$ cat config.mk
export PLATFORM = sky130hd
export DESIGN_NAME = emod_datapath
export DESIGN_NICKNAME = d
export VERILOG_FILES = /design/src/rtl/emod_pkg.sv /design/src/rtl/emod_datapath.sv
export VERILOG_INCLUDE_DIRS = /design/src /design/src/rtl
export SDC_FILE = /design/constraint.sdc
export NUM_CORES = 1
export LEC_CHECK = 0
export BUFFER_PORTS_ARGS = -buffer_cell sky130_fd_sc_hd__buf_4
export CORE_UTILIZATION = 57
export DETAILED_ROUTE_END_ITERATION = 16
export PLACE_DENSITY = 0.82
export SETUP_SLACK_MARGIN = 0.05
export SLEW_MARGIN = 5
export SYNTH_ARGS = -nofsm -noshare
export SYNTH_HDL_FRONTEND = slang
export SYNTH_SLANG_ARGS = --single-unit
$ cat constraint.sdc
create_clock -name core_clk -period 3.9 [get_ports core_clk]
set_clock_uncertainty 0.1 [all_clocks]
set_input_delay 0.39 -clock core_clk [delete_from_list [all_inputs] [get_ports core_clk]]
set_output_delay 0.39 -clock core_clk [all_outputs]
set_load 0.005 [all_outputs]
$ cat src/rtl/emod_cfg.svh
// Offsets, field positions and reset values of the memory-operand datapath
`ifndef EMOD_CFG_SVH
`define EMOD_CFG_SVH

// ****************************************************************
// Register byte offsets
// ****************************************************************
`define EMOD_OFS_CTRL   8'h00
`define EMOD_OFS_ACC    8'h04
`define EMOD_OFS_MEM    8'h08
`define EMOD_OFS_FLAGS  8'h0C
`define EMOD_OFS_STATUS 8'h10

// ****************************************************************
// Field positions
// ****************************************************************
`define EMOD_CTRL_OP_LSB  0
`define EMOD_CTRL_OP_MSB  4
`define EMOD_CTRL_BIT_LSB 5
`define EMOD_CTRL_BIT_MSB 7
`define EMOD_STAT_BUSY    0
`define EMOD_STAT_SKIP    1
`define EMOD_STAT_MEMWR   2

// ****************************************************************
// Reset values and constants
// ****************************************************************
`define EMOD_ACC_RST    8'h00
`define EMOD_MEM_RST    8'h00
`define EMOD_FLAGS_RST  6'h00
`define EMOD_BYTE_ONES  8'hFF
`define EMOD_BYTE_ONE   8'h01
`define EMOD_BYTE_ZERO  8'h00

`endif

$ cat src/rtl/emod_pkg.sv
// Types shared by the memory-operand datapath
package emod_pkg;

  typedef enum logic [4:0] {
    rotate_left_to_mem          = 5'h00,
    rotate_left_to_acc          = 5'h01,
    rotate_left_thru_carry_mem  = 5'h02,
    rotate_left_thru_carry_acc  = 5'h03,
    rotate_right_to_mem         = 5'h04,
    rotate_right_to_acc         = 5'h05,
    rotate_right_thru_carry_mem = 5'h06,
    rotate_right_thru_carry_acc = 5'h07,
    subtract_borrow_to_acc      = 5'h08,
    subtract_borrow_to_mem      = 5'h09,
    subtract_to_acc             = 5'h0A,
    subtract_to_mem             = 5'h0B,
    decrement_skip_zero_mem     = 5'h0C,
    decrement_skip_zero_acc     = 5'h0D,
    increment_skip_zero_mem     = 5'h0E,
    increment_skip_zero_acc     = 5'h0F,
    fill_ones                   = 5'h10,
    fill_one_bit                = 5'h11,
    skip_if_nonzero             = 5'h12,
    skip_if_bit_set             = 5'h13,
    skip_if_zero                = 5'h14,
    nibble_exchange_mem         = 5'h15,
    nibble_exchange_acc         = 5'h16
  } emod_op_type;

  typedef enum logic [1:0] {
    EMOD_IDLE  = 2'b00,
    EMOD_EXEC  = 2'b01,
    EMOD_SKIP1 = 2'b10,
    EMOD_SKIP2 = 2'b11
  } emod_state_type;

  // Bit 0 is carry
  typedef struct packed {
    logic chained_zero_flag;
    logic signed_carry_flag;
    logic signed_wrap_flag;
    logic zero_flag;
    logic half_carry_flag;
    logic carry_flag;
  } emod_flags_type;

  typedef struct packed {
    logic       we;
    logic [7:0] data;
  } emod_memwr_type;

endpackage

$ cat src/rtl/emod_datapath.sv
// Memory-operand execution datapath with classic Wishbone register slave
//
// How it works
// RULE1: Rotate left to memory, bit 7 into bit 0, flags kept.
// RULE2: Rotate left result goes to accumulator, memory unchanged, flags kept.
// RULE3: Rotate left through carry to memory; only carry changes.
// RULE4: Rotate left through carry to accumulator; carry gets memory bit 7.
// RULE5: Rotate right to memory, bit 0 into bit 7, flags kept.
// RULE6: Rotate right result goes to accumulator, memory unchanged.
// RULE7: Rotate right through carry to memory; only carry changes.
// RULE8: Rotate right through carry to accumulator; carry gets memory bit 0.
// RULE9: Accumulator minus byte minus inverted carry into accumulator, six flags.
// RULE10: Subtraction carry is 0 on negative result, 1 otherwise.
// RULE11: Borrow subtraction to memory, same result and flags.
// RULE12: Plain subtraction into accumulator, same six flags.
// RULE13: Plain subtraction to memory, same flags as accumulator form.
// RULE14: Decrement memory byte, skip when zero, flags kept.
// RULE15: Decrement into accumulator, memory kept, skip when zero.
// RULE16: A skip adds a dummy cycle pair: three cycles in total.
// RULE17: Increment memory byte, skip when wrapped result is zero.
// RULE18: Increment into accumulator, memory kept, skip when zero.
// RULE19: Fill byte with ones, or set a single selected bit.
// RULE20: Skip when selected bit is one, flags kept.
// RULE21: Rewrite byte unchanged, skip when it is nonzero.
// RULE22: Swap nibbles, to memory or to accumulator.
// RULE23: Rewrite byte unchanged, skip when it is zero.
// RULE24: Unaffected flags hold; all arithmetic is eight bits, wrapping.
//
// Chosen here: the register offsets and the Wishbone interface to the registers.
`timescale 1ns/100ps

`include "emod_cfg.svh"

module emod_datapath (
  input  wire logic        core_clk,
  input  wire logic        resetn,
  input  wire logic        wb_cyc_i,
  input  wire logic        wb_stb_i,
  input  wire logic        wb_we_i,
  input  wire logic [7:0]  wb_adr_i,
  input  wire logic [3:0]  wb_sel_i,
  input  wire logic [31:0] wb_dat_i,
  output logic      [31:0] wb_dat_o,
  output logic             wb_ack_o,
  output logic             mem_we_o,
  output logic      [7:0]  mem_wdata_o,
  output logic             skip_o,
  output logic             dummy_o
);

  // ****************************************************************
  // State
  // ****************************************************************
  emod_pkg::emod_state_type state_q,   state_d;
  emod_pkg::emod_op_type    op_q,      op_d;
  emod_pkg::emod_flags_type flags_q,   flags_d;
  emod_pkg::emod_memwr_type memwr_q,   memwr_d;
  logic [2:0]               bit_q,     bit_d;
  logic [7:0]               acc_q,     acc_d;
  logic [7:0]               mem_q,     mem_d;
  logic                     skip_q,    skip_d;
  logic                     skipst_q,  skipst_d;
  logic                     dummy_q,   dummy_d;
  logic                     ack_q,     ack_d;
  logic [31:0]              rdat_q,    rdat_d;

  // ****************************************************************
  // Bus decode
  // ****************************************************************
  logic       bus_req;
  logic       bus_wr;
  logic       busy;
  logic [7:0] wbyte;

  assign bus_req = wb_cyc_i & wb_stb_i & ~ack_q;
  // Only lane 0 carries register data; other lanes are ignored
  assign bus_wr  = bus_req & wb_we_i & wb_sel_i[0];
  assign busy    = (state_q != emod_pkg::EMOD_IDLE);
  assign wbyte   = wb_dat_i[7:0];

  // ****************************************************************
  // Datapath
  // ****************************************************************
  logic [8:0] diff9;
  logic [4:0] diff5;
  logic [7:0] sub_res;
  logic       bin;
  logic       with_borrow;
  logic       ov;
  logic       z_sub;
  logic [7:0] dec_res;
  logic [7:0] inc_res;
  logic [7:0] bit_mask;

  assign with_borrow = (op_q == emod_pkg::subtract_borrow_to_acc) |
                       (op_q == emod_pkg::subtract_borrow_to_mem);
  assign bin      = with_borrow & ~flags_q.carry_flag;  // RULE9
  assign diff9    = {1'b0, acc_q} - {1'b0, mem_q} - {8'h00, bin};
  assign diff5    = {1'b0, acc_q[3:0]} - {1'b0, mem_q[3:0]} - {4'h0, bin};
  assign sub_res  = diff9[7:0];
  assign ov       = (acc_q[7] ^ mem_q[7]) & (acc_q[7] ^ sub_res[7]);
  assign z_sub    = (sub_res == `EMOD_BYTE_ZERO);
  assign dec_res  = mem_q - `EMOD_BYTE_ONE;  // RULE24
  assign inc_res  = mem_q + `EMOD_BYTE_ONE;  // RULE24
  assign bit_mask = `EMOD_BYTE_ONE << bit_q;

  // ****************************************************************
  // Next state
  // ****************************************************************
  always_comb begin
    state_d  = state_q;
    op_d     = op_q;
    bit_d    = bit_q;
    acc_d    = acc_q;
    mem_d    = mem_q;
    flags_d  = flags_q;  // RULE24
    memwr_d  = '0;
    skip_d   = 1'b0;
    skipst_d = skipst_q;
    dummy_d  = 1'b0;
    ack_d    = bus_req;
    rdat_d   = 32'h0000_0000;

    if (bus_req && !wb_we_i) begin
      case (wb_adr_i)
        `EMOD_OFS_CTRL:   rdat_d[7:0] = {bit_q, op_q};
        `EMOD_OFS_ACC:    rdat_d[7:0] = acc_q;
        `EMOD_OFS_MEM:    rdat_d[7:0] = mem_q;
        `EMOD_OFS_FLAGS:  rdat_d[5:0] = flags_q;
        `EMOD_OFS_STATUS: rdat_d[2:0] = {memwr_q.we, skipst_q, busy};
        default:          rdat_d      = 32'h0000_0000;
      endcase
    end

    // Writes are refused while an operation is in flight
    if (bus_wr && !busy) begin
      case (wb_adr_i)
        `EMOD_OFS_CTRL: begin
          op_d     = emod_pkg::emod_op_type'(
                       wbyte[`EMOD_CTRL_OP_MSB:`EMOD_CTRL_OP_LSB]);
          bit_d    = wbyte[`EMOD_CTRL_BIT_MSB:`EMOD_CTRL_BIT_LSB];
          skipst_d = 1'b0;
          state_d  = emod_pkg::EMOD_EXEC;
        end
        `EMOD_OFS_ACC:   acc_d   = wbyte;
        `EMOD_OFS_MEM:   mem_d   = wbyte;
        `EMOD_OFS_FLAGS: flags_d = wbyte[5:0];
        default: ;
      endcase
    end

    case (state_q)
      emod_pkg::EMOD_IDLE: ;
      emod_pkg::EMOD_EXEC: begin
        state_d = emod_pkg::EMOD_IDLE;
        case (op_q)
          emod_pkg::rotate_left_to_mem: begin
            memwr_d = {1'b1, mem_q[6:0], mem_q[7]};  // RULE1
          end
          emod_pkg::rotate_left_to_acc: begin
            acc_d = {mem_q[6:0], mem_q[7]};  // RULE2
          end
          emod_pkg::rotate_left_thru_carry_mem: begin
            memwr_d = {1'b1, mem_q[6:0], flags_q.carry_flag};  // RULE3
            flags_d.carry_flag = mem_q[7];  // RULE3
          end
          emod_pkg::rotate_left_thru_carry_acc: begin
            acc_d = {mem_q[6:0], flags_q.carry_flag};  // RULE4
            flags_d.carry_flag = mem_q[7];  // RULE4
          end
          emod_pkg::rotate_right_to_mem: begin
            memwr_d = {1'b1, mem_q[0], mem_q[7:1]};  // RULE5
          end
          emod_pkg::rotate_right_to_acc: begin
            acc_d = {mem_q[0], mem_q[7:1]};  // RULE6
          end
          emod_pkg::rotate_right_thru_carry_mem: begin
            memwr_d = {1'b1, flags_q.carry_flag, mem_q[7:1]};  // RULE7
            flags_d.carry_flag = mem_q[0];  // RULE7
          end
          emod_pkg::rotate_right_thru_carry_acc: begin
            acc_d = {flags_q.carry_flag, mem_q[7:1]};  // RULE8
            flags_d.carry_flag = mem_q[0];  // RULE8
          end
          emod_pkg::subtract_borrow_to_acc,
          emod_pkg::subtract_borrow_to_mem,
          emod_pkg::subtract_to_acc,
          emod_pkg::subtract_to_mem: begin
            if (op_q == emod_pkg::subtract_borrow_to_mem ||
                op_q == emod_pkg::subtract_to_mem) begin
              memwr_d = {1'b1, sub_res};  // RULE11 RULE13
            end else begin
              acc_d = sub_res;  // RULE9 RULE12
            end
            flags_d.carry_flag        = ~diff9[8];  // RULE10
            flags_d.half_carry_flag   = ~diff5[4];
            flags_d.signed_wrap_flag  = ov;
            flags_d.zero_flag         = z_sub;
            // Signed sign follows carry convention: 1 means non-negative
            flags_d.signed_carry_flag = ~(sub_res[7] ^ ov);
            // Chained zero carries previous zero across a borrow chain
            flags_d.chained_zero_flag = with_borrow ?
                                        (z_sub & flags_q.chained_zero_flag) :
                                        z_sub;  // RULE9 RULE12
          end
          emod_pkg::decrement_skip_zero_mem: begin
            memwr_d = {1'b1, dec_res};  // RULE14
            skip_d  = (dec_res == `EMOD_BYTE_ZERO);  // RULE14
          end
          emod_pkg::decrement_skip_zero_acc: begin
            acc_d  = dec_res;  // RULE15
            skip_d = (dec_res == `EMOD_BYTE_ZERO);  // RULE15
          end
          emod_pkg::increment_skip_zero_mem: begin
            memwr_d = {1'b1, inc_res};  // RULE17
            skip_d  = (inc_res == `EMOD_BYTE_ZERO);  // RULE17
          end
          emod_pkg::increment_skip_zero_acc: begin
            acc_d  = inc_res;  // RULE18
            skip_d = (inc_res == `EMOD_BYTE_ZERO);  // RULE18
          end
          emod_pkg::fill_ones: begin
            memwr_d = {1'b1, `EMOD_BYTE_ONES};  // RULE19
          end
          emod_pkg::fill_one_bit: begin
            memwr_d = {1'b1, mem_q | bit_mask};  // RULE19
          end
          emod_pkg::skip_if_bit_set: begin
            skip_d = |(mem_q & bit_mask);  // RULE20
          end
          emod_pkg::skip_if_nonzero: begin
            memwr_d = {1'b1, mem_q};  // RULE21
            skip_d  = (mem_q != `EMOD_BYTE_ZERO);  // RULE21
          end
          emod_pkg::skip_if_zero: begin
            memwr_d = {1'b1, mem_q};  // RULE23
            skip_d  = (mem_q == `EMOD_BYTE_ZERO);  // RULE23
          end
          emod_pkg::nibble_exchange_mem: begin
            memwr_d = {1'b1, mem_q[3:0], mem_q[7:4]};  // RULE22
          end
          emod_pkg::nibble_exchange_acc: begin
            acc_d = {mem_q[3:0], mem_q[7:4]};  // RULE22
          end
          default: ;
        endcase
        if (memwr_d.we) begin
          mem_d = memwr_d.data;
        end
        if (skip_d) begin
          skipst_d = 1'b1;
          state_d  = emod_pkg::EMOD_SKIP1;  // RULE16
          dummy_d  = 1'b1;  // RULE16
        end
      end
      emod_pkg::EMOD_SKIP1: begin
        state_d = emod_pkg::EMOD_SKIP2;  // RULE16
        dummy_d = 1'b1;  // RULE16
      end
      emod_pkg::EMOD_SKIP2: begin
        state_d = emod_pkg::EMOD_IDLE;
      end
      default: begin
        state_d = emod_pkg::EMOD_IDLE;
      end
    endcase
  end

  // ****************************************************************
  // Registers
  // ****************************************************************
  always_ff @(posedge core_clk or negedge resetn) begin
    if (!resetn) begin
      state_q  <= emod_pkg::EMOD_IDLE;
      op_q     <= emod_pkg::rotate_left_to_mem;
      bit_q    <= 3'h0;
      acc_q    <= `EMOD_ACC_RST;
      mem_q    <= `EMOD_MEM_RST;
      flags_q  <= `EMOD_FLAGS_RST;
      memwr_q  <= '0;
      skip_q   <= 1'b0;
      skipst_q <= 1'b0;
      dummy_q  <= 1'b0;
      ack_q    <= 1'b0;
      rdat_q   <= 32'h0000_0000;
    end else begin
      state_q  <= state_d;
      op_q     <= op_d;
      bit_q    <= bit_d;
      acc_q    <= acc_d;
      mem_q    <= mem_d;
      flags_q  <= flags_d;
      memwr_q  <= memwr_d;
      skip_q   <= skip_d;
      skipst_q <= skipst_d;
      dummy_q  <= dummy_d;
      ack_q    <= ack_d;
      rdat_q   <= rdat_d;
    end
  end

  assign wb_dat_o    = rdat_q;
  assign wb_ack_o    = ack_q;
  assign mem_we_o    = memwr_q.we;
  assign mem_wdata_o = memwr_q.data;
  assign skip_o      = skip_q;
  assign dummy_o     = dummy_q;

endmodule

==> results.cfg, run 1 <==
[sta]
period_needed_ns = 3.42
fin_crit_sh_pct = 87.6
slew_headroom_pct = 34.4
hold_violations = 1
final_max_slew_viol_count = 0
finalSetupViolations = 0
fmaxAchievable_mhz = 293
finalSetupTns_ns = 0
rsz0062_at_grt = no
whs_ns = -0.00209
max_slew.worst_pin.slew_ns = 0.977

[setup_path]
critical_path_arrival_ns = 3.51
r2r_setup_slack_ns = 0.48
cp-end-kind = flop
critPathTopFamily = compound AO/OA/AOI/OAI gates
reg2reg_to = mem_q[7]
cp-start-kind = flop
worstRegToRegCells = 10
cp_cell_sequence = nor3b_1 -> nand2_1 -> fa_1 -> ha_1 -> and2b_1 -> a21oi_1 -> a2111oi_0 -> xor2_1 -> o32ai_1 -> o21bai_1
crit_cells = 10
crit_fanout = 5
timing.critical_path.required_ns = 3.99
crit_type = flop to flop
critPathMaxStageDelay_ns = 0.49
critPathSlowestCell = a2111oi_0
r2r_start = op_q[2]
crit_buf_inv = 0

[synth]
yosysUniqueCellTypes = 76
ys_seq_elements = 53
synth_edf_count = 0
yosys_warnings = 0
avgSynthCellArea_um2 = 8.52
synth_area_um2 = 4940
yosysSeqAreaShare_pct = 26.8
ys.flop_type = dfrtp_1
netlist_instances = 580
synthArstFlopShare_pct = 100

[pwr]
power.density_nw_per_um2 = 460
ir_drop_mv = 0.377
p_leak_nw = 2.34

[cts]
cts_tree = done
post_cts_buffers = 0
cts_sinks = 53
cts_inserted_buffers = 5
clk_pin_slew_ns = 0.09
clock_latency_ns = 0.31
cts_resized = 0
ctsHoldBuffers = 0
htree_levels = 2
cts_max_path_buffers = 2
cts_root_buf = clkbuf_8

[detailed_routing]
drt_iter0_drc = 624
antenna_left = 0
drt_first_pass_iters = 6
num_vias = 4755
drc_errors = 0
drt-total-wl_mm = 15.1
viasPerCell = 6.67
wl_per_cell_um = 21.1

[grt]
grt_antenna_before_repair = 0
grt_max_degree = 54
grt_usage_pct = 34.7
grt_pass1_wl_mm = 23.4
overflow = 0
grt_pass1_vias = 4372

[floorplanning]
row_count = 33
die_w_um = 95.1
initial_core_util_pct = 59.5
io_pins = 93
coreArea_um2 = 8300
die_h_um = 95.1
die_area_um2 = 9040

[outcome]
failed_checks = negative hold slack
status = complete, but fails checks

[place]
place_inst = 706
port_buffers = 41
hpwl_mm = 11.0
gp_congestion = 0.994

[layout]
drive_gt1_share_pct = 17.1
nets = 682
layout.cells.non_filler = 713
area_growth_pct = 7.90
utilization_pct = 64.2
antenna_cells = 0

[worst_hold_path]
hp-class = primary input to async pin

[job]
drv_cap = 0
layer usage:
metal | track usage, % | vias up | part of all wire [%]
li1 | - | 2105 | -
met1 | 47.4 | 2251 | 40
met2 | 51.4 | 339 | 44
met3 | 8.13 | 60 | 11
met4 | 16.7 | 0 | 4.3
met5 | 0 | - | 0
cells in the mapped netlist (all sizes together), types with 4 or more instances:
master	instances	area [µm²]
o22ai	14	87.6
clkbuf	20	75.1
dfrtp	53	1330
o21bai	7	52.6
buf	42	284
nor4	6	52.6
o221ai	4	35.0
a211oi	10	75.1
nor2	42	158
xor2	9	78.8
a21oi	26	130
o21a	4	30.0
and3	7	43.8
o21ai	24	120
nor3	14	75.1
a31oi	9	77.6
o211ai	6	45.0
ha	23	288
mux4	6	135
mux2i	28	280
nand4	5	31.3
inv	31	116
or2	7	43.8
nand2b	10	62.6
nor2b	10	62.6
or3	10	62.6
nand2	45	171
mux2	16	184
nand3	18	95.1
or4	4	37.5
xnor2	12	105
worst max-delay path by stage:
stage | to | startpoint | slack [ns]
after detailed placement | mem_q[7] | op_q[2] | 0.53
after CTS | mem_q[7] | op_q[2] | 0.51
after floorplan | acc_q[7] | op_q[2] | 0.53
after global routing | mem_q[7] | op_q[2] | 0.21
after global placement | mem_q[7] | op_q[2] | 0.70
final | mem_q[7] | op_q[2] | 0.48
power by group:
group,total [mW],internal (mW),switching (mW)
Combinational,1.44,0.543,0.900
Clock,0.306,0.125,0.181
Sequential,0.702,0.634,0.0675
registers in the layout, summed over array words and instances (netlist names), named ones only:
register / count
state_q: 1
wb_dat_o: 8
op_q: 5
skipst_q: 1
wb_ack_o: 1
dummy_o: 1
acc_q: 8
skip_o: 1
bit_q: 3
mem_wdata_o: 8
mem_q: 8
flags_q: 6
mem_we_o: 1
cell families (layout without fill, tap and decap cells):
group,count (synthesis),count (layout),share of synthesized area (%)
xor+xnor,21,21,3.72
buf+inv,94,99,9.70
simple gates,196,196,21.4
other cells,1,24,0.0759
fa+ha+maj,26,26,6.84
mux,50,50,12.1
compound gates,139,139,19.3
flops,53,53,26.8
cell usage in the layout (no fill, tap or decap), types with 3 or more instances in the layout:
| master | count |
|---|---|
| buf_4 | 60 |
| dfrtp_1 | 53 |
| nand2_1 | 44 |
| nor2_1 | 42 |
| inv_1 | 31 |
| mux2i_1 | 28 |
| a21oi_1 | 26 |
| conb_1 | 24 |
| o21ai_0 | 23 |
| ha_1 | 23 |
| nand3_1 | 17 |
| mux2_2 | 14 |
| o22ai_1 | 14 |
| nor3_1 | 13 |
| xnor2_1 | 12 |
| a211oi_1 | 10 |
| or3_1 | 10 |
| nor2b_1 | 10 |
| nand2b_1 | 10 |
| xor2_1 | 9 |
| o21bai_1 | 7 |
| and3_1 | 7 |
| a31oi_1 | 7 |
| mux4_2 | 6 |
| o211ai_1 | 6 |
| or2_2 | 6 |
| nand4_1 | 5 |
| nor4_1 | 5 |
| clkbuf_8 | 5 |
| o221ai_1 | 4 |
| o21a_1 | 4 |
| a21o_1 | 3 |
| a221o_1 | 3 |
| nor3b_1 | 3 |
| and2_1 | 3 |
| o31ai_1 | 3 |
| o32ai_1 | 3 |
final cells by class:
type	count	area, µm²
sequential	53	1330
inverter	32	120
fill	698	2970
timing repair buffer	60	450
multi-input combinational	456	3220
tap	105	131
clock buffer	6	72.6
clock inverter	1	8.76
through the flow:
step | setup WS, ns | power [mW] | instance area, µm²
finish | 0.483 | 2.45 | 5330
global route | 0.210 | 2.59 | 5330
CTS | 0.509 | 2.41 | 5330
detailed placement | 0.529 | 2.10 | 5250
global placement | 0.704 | 2.06 | 5250
floorplan | 0.528 | 1.66 | 5030
(Power assumes the default switching activity.)
==> inputs of run 2 (changes only) <==
ABC_AREA = 1   (was unset)
==> results.cfg, run 2 <==
[synth]
ys_seq_elements = 53
netlist_instances = 749
synth_top_area_share_pct = 27.4
yosysSeqAreaShare_pct = 27.4
yosysUniqueCellTypes = 41
ys_top_cells_by_count = nand2_1 (174), inv_1 (94), nor2_1 (76)
synth_edf_count = 0
yosys_warnings = 0
synth_area_um2 = 4840
yosysTopAreaCell = dfrtp_1
synthArstFlopShare_pct = 100
yosysMostFrequentCell = nand2_1
synth_area_leaders = dfrtp_1 (27%), nand2_1 (13%), inv_1 (7.3%), nand3_1 (6.1%), o21ai_0 (6.0%)
ys.flop_type = dfrtp_1
avgSynthCellArea_um2 = 6.46

[job]
drv_cap = 0

[sta]
hold_violations = 6
fin_crit_sh_pct = 79.3
finalSetupViolations = 0
finalSetupTns_ns = 0
whs_ns = -0.00455
period_needed_ns = 3.09
max_slew.worst_pin.slew_ns = 0.776
slew_headroom_pct = 48.3
rsz0062_at_grt = no
fmaxAchievable_mhz = 323
final_max_slew_viol_count = 0

[cts]
clk_pin_slew_ns = 0.12
cts_resized = 0
cts_root_buf = clkbuf_8
cts_inserted_buffers = 5
post_cts_buffers = 0
cts_tree = done
ctsHoldBuffers = 0
cts_max_path_buffers = 2
cts_sinks = 53
htree_levels = 2
clock_latency_ns = 0.32

[layout]
nets = 856
drive_gt1_share_pct = 11.7
final_common_cell = nand2_1
final_cell_mix = nand2_1 (174), inv_1 (94), nor2_1 (76)
antenna_cells = 0
area_growth_pct = 8.29
fillerInstances = 805

[detailed_routing]
drt_first_pass_iters = 5
drt_iter0_drc = 639
drc_errors = 0
wl_per_cell_um = 19.1
drt-total-wl_mm = 16.9
num_vias = 5371
viasPerCell = 6.05
antenna_left = 0

[floorplanning]
row_count = 33
io_pins = 93
die_area_um2 = 8870
coreArea_um2 = 8220
die_w_um = 94.2
initial_core_util_pct = 58.9
die_h_um = 94.2

[setup_path]
crit_type = flop to flop
cp-end-kind = flop
critical_path_arrival_ns = 3.23
worstRegToRegCells = 15
cp-start-kind = flop
timing.critical_path.required_ns = 4.04
r2r_setup_slack_ns = 0.81
crit_fanout = 5

[pwr]
power.density_nw_per_um2 = 283
ir_drop_mv = 0.201
p_leak_nw = 2.81

[place]
port_buffers = 41
hpwl_mm = 12.8
gp_congestion = 1.02

[grt]
grt_pass1_wl_mm = 26.3
grt_usage_pct = 39.9
grt_pass1_vias = 4992
grt_antenna_before_repair = 0
overflow = 0
grt_max_degree = 54

[outcome]
status = complete, but fails checks
failed_checks = negative hold slack

[worst_hold_path]
hp-class = primary input to async pin
-- run 2: cell types whose count changed in the layout (fill, tap and decap cells not counted), sizes merged, moves of 14 or more --
cell   before  now
mux2       16    0
nor2       42   89
nand3      18   59
nand2      45  180
inv        31  108
mux2i      28    0
o21ai      24   67
buf        60   46
nand4       5   19
-- run 2: path summary, 6_finish.rpt --
check	from	endpoint
min in group core_clk	wb_cyc_i	wb_ack_o
worst max-delay path	op_q[3]	flags_q[5]
worst max register to register	op_q[3]	flags_q[5]
worst min-delay path	resetn	acc_q[6]
max in group asynchronous	resetn	mem_q[2]
worst min register to register	skipst_q	skipst_q
-- run 2: logic make-up after synthesis --
logic type	Yosys count	share of synthesized area, %
other	1	0.0774
and+or+nand+nor	373	34.1
xor gates and xnor gates	6	1.09
AOI/OAI and AO/OA	137	16.1
adders and majority gates	25	6.77
buffers and inverters	154	14.4
DFF	53	27.4
-- run 2: power breakdown --
| part | switching (mW) | internal, mW |
|---|---|---|
| clock | 0.224 | 0.197 |
| sequential | 0.0153 | 0.566 |
| combinational | 0.337 | 0.147 |
| total | 0.576 | 0.910 |
-- run 2: metrics by stage --
stage,power [mW],setup WS [ns],instance area (µm²),cells,utilization (%)
4_1_cts,1.47,0.903,5240,888,63.8
3_3_place_gp,1.04,1.02,5130,880,62.4
5_1_grt,1.56,0.701,5240,888,63.8
2_1_floorplan,0.920,1.40,4930,772,-
6_report,1.49,0.807,5240,888,63.8
3_5_place_dp,1.06,0.984,5130,880,62.4
-- run 2: cell type report --
class | instances | area, µm² | area share, %
timing repair buffer | 46 | 345 | 6.59
clock inverter | 3 | 47.5 | 0.907
clock buffer | 5 | 68.8 | 1.31
inverter | 111 | 419 | 7.99
multi-input combinational | 565 | 2910 | 55.4
sequential | 53 | 1330 | 25.3
tap | 105 | 131 | 2.51
-- run 2: layer usage --
metal	share of wire (%)	track usage (%)	vias up
li1	-	-	2476
met1	40	53.1	2458
met2	44	62.3	372
met3	11	6.88	65
met4	4.6	19.6	0
met5	0	0	-
-- run 2: critical path: stages (launching register included) --
cell and delay, ns:
dfrtp_1 0.46, inv_2 0.11, nor2_4 0.15, nand2_2 0.12, inv_2 0.08, nand3_1 0.09
fa_1 0.44, inv_1 0.09, fa_1 0.23, xor2_1 0.32, nand2_1 0.12, nor3_2 0.16
nand3_1 0.09, nor2_1 0.10, nand3_1 0.16, o21ai_1 0.19
